===== src/hw/lbr_pkg.sv =====
package lbr_pkg;

    // ------------------------------------------------------------------
    // timing base
    // ------------------------------------------------------------------
    localparam int unsigned CLK_HZ      = 20_000_000;
    localparam int unsigned TICK_NS     = 1000;
    // cycles per 1 us measurement tick
    localparam int unsigned TICK_CYC    = (CLK_HZ / 1_000_000) * TICK_NS / 1000;
    localparam int unsigned WIDTH_W     = 12;

    // ------------------------------------------------------------------
    // classification windows, in us (one tick each)
    // ------------------------------------------------------------------
    localparam logic [11:0] MIN_HALF_US     = 12'h064; // 100 us
    localparam logic [11:0] MAX_HALF1_US    = 12'h271; // 625 us
    localparam logic [11:0] MAX_HALF2_US    = 12'h244; // 580 us
    localparam logic [11:0] MAX_DOUBLE2_US  = 12'h44C; // 1100 us
    localparam logic [11:0] STOP_US         = 12'h76C; // 1900 us
    localparam logic [11:0] WIDTH_SAT       = 12'hFFF;

    // ------------------------------------------------------------------
    // frame layout
    // ------------------------------------------------------------------
    localparam int unsigned DATA_BITS   = 16;
    localparam logic [4:0]  DATA_BITS_C = 5'h10;

    // ------------------------------------------------------------------
    // types
    // ------------------------------------------------------------------
    typedef enum logic [1:0] {
        LBR_CLS_VIOL   = 2'b00,
        LBR_CLS_HALF   = 2'b01,
        LBR_CLS_DOUBLE = 2'b10,
        LBR_CLS_STOP   = 2'b11
    } lbr_cls_type;

    typedef enum logic [1:0] {
        LBR_ST_WAIT_STOP = 2'b00,
        LBR_ST_IDLE      = 2'b01,
        LBR_ST_FIRST     = 2'b10,
        LBR_ST_SECOND    = 2'b11
    } lbr_state_type;

    typedef struct packed {
        logic        valid;
        logic        second;
        lbr_cls_type cls;
        logic [11:0] width;
    } lbr_meas_type;

    typedef struct packed {
        logic        done;
        logic        size_err;
        logic        timing_err;
        logic [15:0] data;
    } lbr_frame_type;

    localparam lbr_meas_type  MEAS_RST  = '0;
    localparam lbr_frame_type FRAME_RST = '0;

endpackage


===== src/hw/lbr_tick_gen.sv =====
`timescale 1ns/1ps
module lbr_tick_gen #(
    parameter int unsigned DIV = 20
) (
    // clock and reset
    input  wire logic clk_sys,
    input  wire logic rst,
    // one-cycle tick every DIV clocks
    output logic      tick_o
);

    localparam int unsigned CW = (DIV > 1) ? $clog2(DIV) : 1;
    localparam logic [CW-1:0] LAST = CW'(DIV - 1);

    logic [CW-1:0] div_cnt_ff;
    logic          tick_ff;

    always_ff @(posedge clk_sys) begin
        if (rst) begin
            div_cnt_ff <= '0;
            tick_ff    <= 1'b0;
        end else if (div_cnt_ff == LAST) begin
            div_cnt_ff <= '0;
            tick_ff    <= 1'b1;
        end else begin
            div_cnt_ff <= div_cnt_ff + CW'(1);
            tick_ff    <= 1'b0;
        end
    end

    assign tick_o = tick_ff;

endmodule // lbr_tick_gen


===== src/hw/lbr_rx_timing.sv =====
// Behaviour
// - each logical bit splits into first and second sections, measured apart.
// - width is time between consecutive edges of either polarity.
// - first section: under 100us violation, 100..625us half bit.
// - first section: over 625us under 1900us violation, 1900us or more stop.
// - second: under 100us violation, to 580us half, to 1100us double half.
// - second: over 1100us under 1900us violation, 1900us or more stop.
// - stop condition found by a separate interval timer, not edge measure.
// - stop condition when line stays high for 1900us.
// - stop timer starts on each rising edge, stops on each falling edge.
// - stop only when timer expires with no falling edge since last rise.
// - last bit one merges with stop; decode it when stop is detected.
// - on every edge event, start stop timer if line is high.
// - each captured width is handed to the frame bit stage.
// - second-section event: low gives one, high gives zero, stop gives one.
// - start bit not stored; exactly 16 data bits, else size error.
// - on stop: finish frame, signal completion, halt stop timer.
`timescale 1ns/1ps
module lbr_rx_timing #(
    parameter int unsigned TICK_CYC = lbr_pkg::TICK_CYC
) (
    // clock and reset
    input  wire logic                  clk_sys,
    input  wire logic                  rst,
    // receive line pin, asynchronous
    input  wire logic                  rx_line_i,
    // per-edge measurement result
    output lbr_pkg::lbr_meas_type      meas_o,
    // frame result
    output lbr_pkg::lbr_frame_type     frame_o,
    // status
    output logic                       busy_o,
    output logic                       stop_run_o
);

    // ------------------------------------------------------------------
    // classification
    // ------------------------------------------------------------------
    function automatic lbr_pkg::lbr_cls_type classify(
        input logic [11:0] w,
        input logic        second
    );
        lbr_pkg::lbr_cls_type c;
        c = lbr_pkg::LBR_CLS_VIOL;
        if (w < lbr_pkg::MIN_HALF_US) begin
            c = lbr_pkg::LBR_CLS_VIOL;
        end else if (w >= lbr_pkg::STOP_US) begin
            c = lbr_pkg::LBR_CLS_STOP;
        end else if (!second) begin
            if (w <= lbr_pkg::MAX_HALF1_US) begin
                c = lbr_pkg::LBR_CLS_HALF;
            end else begin
                c = lbr_pkg::LBR_CLS_VIOL;
            end
        end else begin
            if (w <= lbr_pkg::MAX_HALF2_US) begin
                c = lbr_pkg::LBR_CLS_HALF;
            end else if (w <= lbr_pkg::MAX_DOUBLE2_US) begin
                c = lbr_pkg::LBR_CLS_DOUBLE;
            end else begin
                c = lbr_pkg::LBR_CLS_VIOL;
            end
        end
        return c;
    endfunction

    // ------------------------------------------------------------------
    // tick base
    // ------------------------------------------------------------------
    logic tick;

    lbr_tick_gen #(
        .DIV    (TICK_CYC)
    ) u_tick (
        .clk_sys(clk_sys),
        .rst    (rst),
        .tick_o (tick)
    );

    // ------------------------------------------------------------------
    // line synchroniser and edge detect
    // ------------------------------------------------------------------
    logic sync_meta_ff;
    logic sync_line_ff;
    logic line_prev_ff;
    logic edge_any;
    logic edge_rise;
    logic edge_fall;

    // reset to idle-high so a quiet bus shows no false edge
    always_ff @(posedge clk_sys) begin
        if (rst) begin
            sync_meta_ff <= 1'b1;
            sync_line_ff <= 1'b1;
            line_prev_ff <= 1'b1;
        end else begin
            sync_meta_ff <= rx_line_i;
            sync_line_ff <= sync_meta_ff;
            line_prev_ff <= sync_line_ff;
        end
    end

    assign edge_any  = sync_line_ff ^ line_prev_ff;
    assign edge_rise = edge_any & sync_line_ff;
    assign edge_fall = edge_any & ~sync_line_ff;

    // ------------------------------------------------------------------
    // edge interval counter
    // ------------------------------------------------------------------
    logic [11:0] width_ff;

    always_ff @(posedge clk_sys) begin
        if (rst) begin
            width_ff <= '0;
        end else if (edge_any) begin
            // the edge cycle's own tick counts, else each width loses one
            width_ff <= tick ? 12'h001 : 12'h000;
        end else if (tick && width_ff != lbr_pkg::WIDTH_SAT) begin
            width_ff <= width_ff + 12'h001;
        end
    end

    // ------------------------------------------------------------------
    // frame state
    // ------------------------------------------------------------------
    lbr_pkg::lbr_state_type state_ff;
    lbr_pkg::lbr_cls_type   cls_now;
    logic                   in_second;
    logic                   stop_run_ff;
    logic [11:0]            stop_cnt_ff;
    logic                   stop_hit;

    assign in_second = (state_ff == lbr_pkg::LBR_ST_SECOND);
    assign cls_now   = classify(width_ff, in_second);

    // ------------------------------------------------------------------
    // stop condition interval timer
    // ------------------------------------------------------------------
    // an edge in the expiry cycle wins, so a late fall still cancels
    // one tick of margin: the first tick may come right after the start
    assign stop_hit = stop_run_ff && tick && !edge_any
                    && (stop_cnt_ff == lbr_pkg::STOP_US);

    always_ff @(posedge clk_sys) begin
        if (rst) begin
            stop_run_ff <= 1'b0;
            stop_cnt_ff <= '0;
        end else if (edge_fall) begin
            stop_run_ff <= 1'b0;
            stop_cnt_ff <= '0;
        end else if (edge_rise) begin
            stop_run_ff <= 1'b1;
            stop_cnt_ff <= '0;
        end else if (stop_hit) begin
            stop_run_ff <= 1'b0;
            stop_cnt_ff <= '0;
        end else if (state_ff == lbr_pkg::LBR_ST_WAIT_STOP
                     && sync_line_ff && !stop_run_ff) begin
            // bus already high at reset or after an error
            stop_run_ff <= 1'b1;
            stop_cnt_ff <= '0;
        end else if (stop_run_ff && tick) begin
            stop_cnt_ff <= stop_cnt_ff + 12'h001;
        end
    end

    // ------------------------------------------------------------------
    // measurement output
    // ------------------------------------------------------------------
    always_ff @(posedge clk_sys) begin
        if (rst) begin
            meas_o <= lbr_pkg::MEAS_RST;
        end else begin
            meas_o.valid  <= edge_any;
            meas_o.second <= in_second;
            meas_o.cls    <= cls_now;
            meas_o.width  <= width_ff;
        end
    end

    // ------------------------------------------------------------------
    // bit decode helpers
    // ------------------------------------------------------------------
    logic        start_pend_ff;
    logic [4:0]  bit_cnt_ff;
    logic        ovf_ff;
    logic [15:0] shreg_ff;
    logic        edge_dec;
    logic        stop_dec;
    logic        do_dec;
    logic        dec_bit;
    logic        store;
    logic        store_ovf;
    logic [15:0] nxt_shreg;
    logic [4:0]  nxt_cnt;
    logic        nxt_ovf;
    logic        violation;

    always_comb begin
        edge_dec  = edge_any && in_second
                 && (cls_now == lbr_pkg::LBR_CLS_HALF
                  || cls_now == lbr_pkg::LBR_CLS_DOUBLE);
        stop_dec  = stop_hit && in_second;
        do_dec    = edge_dec || stop_dec;
        // line low after the event means one; stop always means one
        dec_bit   = stop_dec ? 1'b1 : ~sync_line_ff;
        store     = do_dec && !start_pend_ff;
        store_ovf = store && (bit_cnt_ff == lbr_pkg::DATA_BITS_C);
        nxt_shreg = shreg_ff;
        nxt_cnt   = bit_cnt_ff;
        nxt_ovf   = ovf_ff;
        if (store_ovf) begin
            nxt_ovf = 1'b1;
        end else if (store) begin
            nxt_shreg = {shreg_ff[14:0], dec_bit};
            nxt_cnt   = bit_cnt_ff + 5'h01;
        end
        violation = 1'b0;
        if (edge_any && state_ff == lbr_pkg::LBR_ST_FIRST) begin
            violation = (cls_now != lbr_pkg::LBR_CLS_HALF);
        end else if (edge_any && in_second) begin
            violation = !edge_dec;
        end
    end

    // ------------------------------------------------------------------
    // frame sequencer
    // ------------------------------------------------------------------
    always_ff @(posedge clk_sys) begin
        if (rst) begin
            state_ff <= lbr_pkg::LBR_ST_WAIT_STOP;
        end else if (violation) begin
            state_ff <= lbr_pkg::LBR_ST_WAIT_STOP;
        end else begin
            unique case (state_ff)
                lbr_pkg::LBR_ST_WAIT_STOP: begin
                    if (stop_hit) begin
                        state_ff <= lbr_pkg::LBR_ST_IDLE;
                    end
                end
                lbr_pkg::LBR_ST_IDLE: begin
                    if (edge_fall) begin
                        state_ff <= lbr_pkg::LBR_ST_FIRST;
                    end
                end
                lbr_pkg::LBR_ST_FIRST: begin
                    if (edge_any) begin
                        state_ff <= lbr_pkg::LBR_ST_SECOND;
                    end else if (stop_hit) begin
                        state_ff <= lbr_pkg::LBR_ST_IDLE;
                    end
                end
                lbr_pkg::LBR_ST_SECOND: begin
                    if (edge_any
                        && cls_now == lbr_pkg::LBR_CLS_HALF) begin
                        state_ff <= lbr_pkg::LBR_ST_FIRST;
                    end else if (stop_hit) begin
                        state_ff <= lbr_pkg::LBR_ST_IDLE;
                    end
                end
            endcase
        end
    end

    // ------------------------------------------------------------------
    // data accumulation
    // ------------------------------------------------------------------
    always_ff @(posedge clk_sys) begin
        if (rst) begin
            start_pend_ff <= 1'b0;
            bit_cnt_ff    <= '0;
            ovf_ff        <= 1'b0;
            shreg_ff      <= '0;
        end else if (state_ff == lbr_pkg::LBR_ST_IDLE && edge_fall) begin
            start_pend_ff <= 1'b1;
            bit_cnt_ff    <= '0;
            ovf_ff        <= 1'b0;
            shreg_ff      <= '0;
        end else begin
            if (do_dec) begin
                start_pend_ff <= 1'b0;
            end
            bit_cnt_ff <= nxt_cnt;
            ovf_ff     <= nxt_ovf;
            shreg_ff   <= nxt_shreg;
        end
    end

    // ------------------------------------------------------------------
    // frame result
    // ------------------------------------------------------------------
    logic frame_end;

    assign frame_end = stop_hit && !violation
                    && (state_ff == lbr_pkg::LBR_ST_FIRST || in_second);

    always_ff @(posedge clk_sys) begin
        if (rst) begin
            frame_o <= lbr_pkg::FRAME_RST;
        end else begin
            frame_o.done       <= frame_end;
            frame_o.timing_err <= violation && state_ff
                                  != lbr_pkg::LBR_ST_WAIT_STOP;
            frame_o.size_err   <= frame_end
                                  && (nxt_ovf || nxt_cnt
                                      != lbr_pkg::DATA_BITS_C);
            if (frame_end) begin
                frame_o.data <= nxt_shreg;
            end
        end
    end

    // ------------------------------------------------------------------
    // status
    // ------------------------------------------------------------------
    assign busy_o     = (state_ff == lbr_pkg::LBR_ST_FIRST) || in_second;
    assign stop_run_o = stop_run_ff;

endmodule // lbr_rx_timing


===== config.mk =====
export PLATFORM = sky130hd
export DESIGN_NAME = lbr_rx_timing
export DESIGN_NICKNAME = d
export VERILOG_FILES = /design/src/hw/lbr_pkg.sv /design/src/hw/lbr_tick_gen.sv /design/src/hw/lbr_rx_timing.sv
export SDC_FILE = /design/constraint.sdc
export NUM_CORES = 1
export LEC_CHECK = 0
export ABC_AREA = 0
export BUFFER_PORTS_ARGS = -buffer_cell sky130_fd_sc_hd__buf_2
export CAP_MARGIN = 15
export CORE_MARGIN = 2
export CORE_UTILIZATION = 45
export DETAILED_ROUTE_END_ITERATION = 7
export GPL_TIMING_DRIVEN = 0
export SLEW_MARGIN = 0
export SYNTH_ARGS = -nofsm -noshare
export SYNTH_HDL_FRONTEND = slang
export SYNTH_HIERARCHICAL = 1
export SYNTH_SLANG_ARGS = --single-unit

===== constraint.sdc =====
create_clock -name clk_sys -period 4.8 [get_ports clk_sys]
set_input_delay 0.72 -clock clk_sys [delete_from_list [all_inputs] [get_ports clk_sys]]
set_output_delay 0.72 -clock clk_sys [all_outputs]
set_load 0.005 [all_outputs]

==> results of run 1 <==
[layout make-up]
| cell class | count | area share |
|---|---|---|
| Multi-Input combinational cell | 325 | 0.4252 |
| Sequential cell | 94 | 0.4040 |
| Inverter | 21 | 0.01692 |
| Timing Repair Buffer | 39 | 0.04190 |
| Clock buffer | 10 | 0.02955 |
| Buffer | 31 | 0.02874 |
| Clock inverter | 6 | 0.02471 |
| Tap cell | 108 | 0.02901 |
[registers in the layout (all words and copies together), names as in the netlist]
| register | count |
|---|---|
| u_tick/div_cnt_ff | 5 |
| bit_cnt_ff | 5 |
| width_ff | 12 |
| frame_o | 19 |
| shreg_ff | 16 |
| stop_run_o | 1 |
| meas_o | 16 |
| sync_line_ff | 1 |
| ovf_ff | 1 |
| stop_cnt_ff | 12 |
| u_tick/tick_o | 1 |
| start_pend_ff | 1 |
| line_prev_ff | 1 |
| state_ff | 2 |
| sync_meta_ff | 1 |
[routing by layer]
metal	global-route usage	wire, um	vias to the layer above
met3	0.03162	291	7
met1	0.2458	4197	1568
met2	0.3129	4181	54
met5	0	0	-
met4	0.06955	97	0
li1	-	-	1724
[where the power goes]
group          total (mW)  internal (mW)  switching, mW  leakage [nW]
combinational      0.0333         0.0109         0.0225         0.914
sequential          0.787          0.783        0.00394         0.758
clock               0.645          0.364          0.281         0.124
[logic make-up after synthesis]
family	after synthesis
buffers and inverters	52
DFF	94
muxes	3
AOI/OAI and AO/OA	95
xor gates and xnor gates	23
adders and majority gates	12
and+or+nand+nor	192
[per-stage QoR]
step | cell area (sq um) | hold WS (ns) | utilization
final | 4658 | 0.4169 | 0.5316
after CTS | 4658 | 0.4203 | 0.5316
after global placement | 4405 | 0.3936 | 0.5027
after detailed placement | 4405 | 0.3984 | 0.5027
after floorplan | 4075 | 0.3895 | -
after global routing | 4658 | 0.4475 | 0.5316
[cell usage in the layout, fill, tap and decap left out, drive strengths merged, types with 2 or more instances in the layout]
master   n
a21oi   29
o21ai    8
clkbuf  36
a31oi   19
inv     23
dfxtp   94
nor2    55
a211oi   6
nand2b   3
nor3    13
xor2     9
or4      3
ha      12
buf     44
nor4bb   3
nor4     7
o31ai    3
mux2i    3
o31a     2
nand4    5
xnor2   14
bufinv   3
o21bai  17
or2      7
nand4b   3
or3      5
a41o     2
nand2   53
nand3   13
nand3b   3
and3b    2
nor2b   12
[how the worst min path moves through the flow]
stage	end	slack, ns	cells after the start
2_1_floorplan	sync_line_ff	0.39	1
3_3_place_gp	sync_line_ff	0.39	1
3_5_place_dp	sync_line_ff	0.40	1
4_1_cts	sync_line_ff	0.42	1
5_1_grt	sync_line_ff	0.45	1
6_report	sync_line_ff	0.42	1
[worst reg2reg max path, delay by kind of cell, from the launching register on]
| kind | cells | cell delay, ns |
|---|---|---|
| DFF | 1 | 0.32 |
| adders and majority gates | 1 | 0.33 |
| and+or+nand+nor | 5 | 1.17 |
| buffers and inverters | 2 | 0.85 |
| AOI/OAI and AO/OA | 4 | 0.96 |
==> impl_metrics.toml, run 1 <==
[outcome]
status = "completed"

[final_layout]
nFillCells = 869
fin_nets = 536
stdcell_count = 634
diodes = 0
area_delta_synth_final_pct = 14.31
seqCellArea_sq_um = 1882
multi_input_area_sq_um = 1981
drive_above_1_share = 0.1350

[setup_path]
critical_path_cell_count = 12
critical-path-top-delay-family = "simple AND/OR/NAND/NOR gates"
rr_worst_depth = 12
rrSetupSlack_ns = 1.13
crit_chain = "clkbuf_1 -> nor4bb_1 -> nor4bb_1 -> o221ai_1 -> a21oi_1 -> nor2_1 -> ha_1 -> nor2_1 -> o21ai_1 -> clkbuf_1 -> nand2_1 -> a31oi_1"
crit_path_end = "frame_o[3]"
r2r_end = "frame_o[3]"
r2r_start = "width_ff[9]"
crit_slowest_cell = "nor4bb_1"
critPathMaxStageDelay_ns = 0.51
cp.arrival_ns = 3.96
worstPathRequired_ns = 5.09
cp-start-kind = "flip-flop"
crit_start = "width_ff[9]"
critPathMaxFanout = 10
crit_path_end_kind = "flip-flop"
path_buf_inv = 2
crit_type = "flip-flop to flip-flop"

[min_path]
holdCritStartpoint = "sync_meta_ff"
hold_path_class = "flip-flop to flip-flop"

[logic_synthesis]
syn-instance-count = 471
synth-xor-area-share = 0.04943
synth_top_family_by_area = "simple AND/OR/NAND/NOR gates"
ys_seq_area_frac = 0.4618
netlist_area_sq_um = 4075
synth_ff_type = "dfxtp_1"
yosysWarnings = 6
synthMuxAreaShare = 0.007369
async_flop_share = 0
synth-simple-area-share = 0.2355
synth_top_area_frac = 0.4618
synth_edf_count = 0
ys_ff_latch = 94
synth.area.top_cells = "dfxtp_1 (46%), nor2_1 (5.1%), nand2_1 (4.9%)"
synth-compound-area-share = 0.1569
synth.distinct_cells = 52
synth_common_cells = "dfxtp_1 (94), nor2_1 (55), nand2_1 (53), a21oi_1 (29), clkbuf_1 (26)"
synth.avg_cell_area_sq_um = 8.652
synth_fa_ha_area_frac = 0.03684
synth_top_cell_by_area = "dfxtp_1"
synth_fp_nets = 486
synth.most_common_cell = "dfxtp_1"

[power_and_ir_drop]
p_per_area_nw_per_um2 = 314.6
power_mw = 1.465
power.leakage_nw = 1.796
vdd_drop_max_v = 0.0001659

[clock_network]
holdBufCountCts = 0
clockBufferDepth = 2
h-tree-depth = 3
cts_setup_buffers = 0
cts_resized = 0
clock-sinks = 94
numCtsBuffers = 9
clkLatencyLatePin_ns = 0.36
cts_tree = "yes"
cts_root_buf = "clkbuf_8"
clk_pin_slew_worst_paths_ns = 0.09

[sta]
fin_crit_ns = 3.675
slew_viol_final = 0
worst_pin_slew_ns = 0.8047
final_critical_path_setup_slack_ns = 1.125
relSlewSlack = 0.4576
setup_violations = 0
timing.fmax_mhz = 272.1
finClkSkew_ns = 0.01520
final_hold_viol_count = 0
period_share = 0.7656
rsz0062_at_grt = "no"
setup-tns-final_ns = 0

[routing]
vias_per_cell = 5.289
ant_nets = 0
wire_per_inst_um = 13.83
first_iter_violations = 89
first_pass_iters = 5
vias = 3353
totalWireLength_um = 8767
drc_errors = 0

[global_routing]
grt_start_max_net_pins = 17
grt_pass1_vias = 3190
grt_pass1_wl_um = 15010
grtUsageTotal = 0.1878
grt_overflow = 0
antenna_found_initial = 0

[floorplan]
die_w_um = 99.16
io_pins = 40
initial_core_util = 0.4650
dieArea_sq_um = 9833
placeableCoreArea_sq_um = 8763
die_h_um = 99.16
rows = 34

[placed_design]
port_buffers = 39
hpwlAfterDp_um = 6182
pre_cts_ws_ns = 1.223
place_congestion = 0.8086
dp.cells = 618

[run]
maxCapViolations = 0
Power figures use the tool's default switching activity.
==> run 2, diff against run 1 <==
Settings changed: ABC_AREA 0 to 1.
Clock period 4.8 ns to 3.8 ns, I/O delays scaled along.
==> run 2 against run 1 <==
Against the previous run: register-to-register slack got worse by 0.61 ns; fmax rose by 12%; combinational power rose by 38%; sequential share of layout area fell by 0.95 points; hold slack got worse by 0.016 ns; synthesized cell count rose by 20%; cell count rose by 16%; non-clock buffer count fell by 16; global-route usage fell by 0.43 points; clock power fell by 3.6%; total power rose by 13%; first-iteration DRC count rose by 42%.
==> impl_metrics.toml, run 2 <==
[global_routing]
grt_overflow = 0
antenna_found_initial = 0
grt_pass1_wl_um = 15150
grt_pass1_vias = 3367
grtUsageTotal = 0.1835
grt_start_max_net_pins = 16

[setup_path]
rrSetupSlack_ns = 0.52
critPathMaxFanout = 10
crit_path_end_kind = "flip-flop"
crit_type = "flip-flop to flip-flop"
cp.arrival_ns = 3.54
worstPathRequired_ns = 4.06
cp-start-kind = "flip-flop"
rr_worst_depth = 17
r2r_start = "width_ff[11]"
r2r_end = "frame_o[8]"

[sta]
relSlewSlack = 0.5909
final_hold_viol_count = 0
setup_violations = 0
slew_viol_final = 0
fin_crit_ns = 3.280
setup-tns-final_ns = 0
finClkSkew_ns = 0.006893
rsz0062_at_grt = "no"
period_share = 0.8632
final_critical_path_setup_slack_ns = 0.5199
worst_pin_slew_ns = 0.6114
timing.fmax_mhz = 304.9

[min_path]
hold_path_class = "input port to flip-flop"
holdCritStartpoint = "rx_line_i"
min_path_cells = 2
min_to = "sync_meta_ff"

[placed_design]
hpwlAfterDp_um = 6476
port_buffers = 39
pre_cts_ws_ns = 0.5443
place_congestion = 0.9111

[logic_synthesis]
synth_top_cell_by_area = "dfxtp_1"
synth.avg_cell_area_sq_um = 7.498
synth_common_cells = "inv_1 (108), dfxtp_1 (94), nand2_1 (81), nor2_1 (70), nand3_1 (25)"
synth.distinct_cells = 35
syn-instance-count = 567
ys_ff_latch = 94
synth_edf_count = 0
netlist_area_sq_um = 4252
synth.area.top_cells = "dfxtp_1 (44%), inv_1 (9.5%), nand2_1 (7.2%)"
synth_ff_type = "dfxtp_1"
async_flop_share = 0
synth_fp_nets = 582
synth.most_common_cell = "inv_1"
yosysWarnings = 6
synth_top_area_frac = 0.4426
ys_seq_area_frac = 0.4426

[routing]
first_pass_iters = 4
totalWireLength_um = 8599
wire_per_inst_um = 11.73
drc_errors = 0
first_iter_violations = 126
vias_per_cell = 4.780
ant_nets = 0
vias = 3504

[final_layout]
diodes = 0
regMostFlops = "frame_o"
area_delta_synth_final_pct = 12.21
largest_reg_flops = 19
drive_above_1_share = 0.1334
fin_nets = 632
layout_commonest_cell = "inv_1"
final_cell_mix = "inv_1 (108), dfxtp_1 (94), nand2_1 (81)"
largestRegisters = "frame_o: 19 flops, meas_o: 16 flops, shreg_ff: 16 flops"

[power_and_ir_drop]
power.leakage_nw = 2.210
p_per_area_nw_per_um2 = 348.3
power_mw = 1.662
vdd_drop_max_v = 0.0001956

[floorplan]
die_w_um = 101.2
rows = 35
die_h_um = 101.2
io_pins = 40
placeableCoreArea_sq_um = 9196
initial_core_util = 0.4623
dieArea_sq_um = 10240

[clock_network]
clk_pin_slew_worst_paths_ns = 0.09
holdBufCountCts = 0
cts_tree = "yes"
cts_resized = 0
clkLatencyLatePin_ns = 0.36
clock-sinks = 94
cts_setup_buffers = 0
clockBufferDepth = 2
numCtsBuffers = 9
h-tree-depth = 3
cts_root_buf = "clkbuf_8"

[outcome]
status = "completed"

[run]
maxCapViolations = 0
## run 2: worst max-delay path by stage
stage / slack [ns] / to / from
finish: 0.52 / frame_o[8] / width_ff[11]
global route: 0.16 / frame_o[9] / width_ff[7]
CTS: 0.52 / frame_o[8] / width_ff[11]
detailed placement: 0.54 / frame_o[8] / width_ff[11]
global placement: 0.62 / frame_o[9] / width_ff[11]
floorplan: 1.21 / frame_o[1] / width_ff[11]
## run 2: cell families (layout without fill, tap and decap cells)
group,count (synthesis),after routing,synth area share
AO/OA/AOI/OAI,95,95,0.1380
buffers and inverters,127,182,0.1180
adder cells (fa/ha/maj),12,12,0.03531
multiplexers,2,2,0.004709
XOR/XNOR,7,7,0.01442
AND/OR/NAND/NOR,230,230,0.2469
flip-flops,94,94,0.4426
## run 2: critical path, cell delays in order, from the launching register on
cell and delay [ns]:
dfxtp_1 0.30, buf_2 0.16, nor2_1 0.14, inv_1 0.08, nor3_1 0.31, inv_1 0.09
o21ai_0 0.17, nand2_1 0.06, o21ai_0 0.15, nand2_1 0.06, nand2_1 0.10, inv_1 0.05
ha_1 0.28, a21oi_1 0.28, nand4_1 0.33, clkbuf_1 0.33, o21bai_1 0.22, inv_1 0.05
## run 2: per-layer routing
layer	up-vias	global-route usage	routed length [um]
li1	1883	-	-
met1	1565	0.2490	4367
met2	48	0.2934	3804
met3	8	0.04279	329
met4	0	0.05301	97
met5	-	0	0
## run 2: per-stage QoR
step | instance area [sq um] | std cells | hold slack, ns | util
2_1_floorplan | 4252 | 567 | 0.3895 | -
3_3_place_gp | 4586 | 717 | 0.4020 | 0.4986
3_5_place_dp | 4586 | 717 | 0.4020 | 0.4986
4_1_cts | 4771 | 733 | 0.3868 | 0.5188
5_1_grt | 4771 | 733 | 0.3874 | 0.5188
6_report | 4771 | 733 | 0.4012 | 0.5188
## run 2: report_power, final
| part | switching [mW] | internal [mW] |
|---|---|---|
| registers | 0.00455 | 0.989 |
| logic | 0.0323 | 0.0137 |
| clock network | 0.345 | 0.277 |
## run 2: cell type report
class | instances | area, sq um
fillers | 925 | 4425
flip-flops and latches | 94 | 1882
clock buffers | 12 | 155.1
inverters | 112 | 420.4
multi-input cells | 346 | 1868
plain buffers | 15 | 81.33
clock inverters | 4 | 30.03
well taps | 111 | 138.9
repair buffers | 39 | 195.2
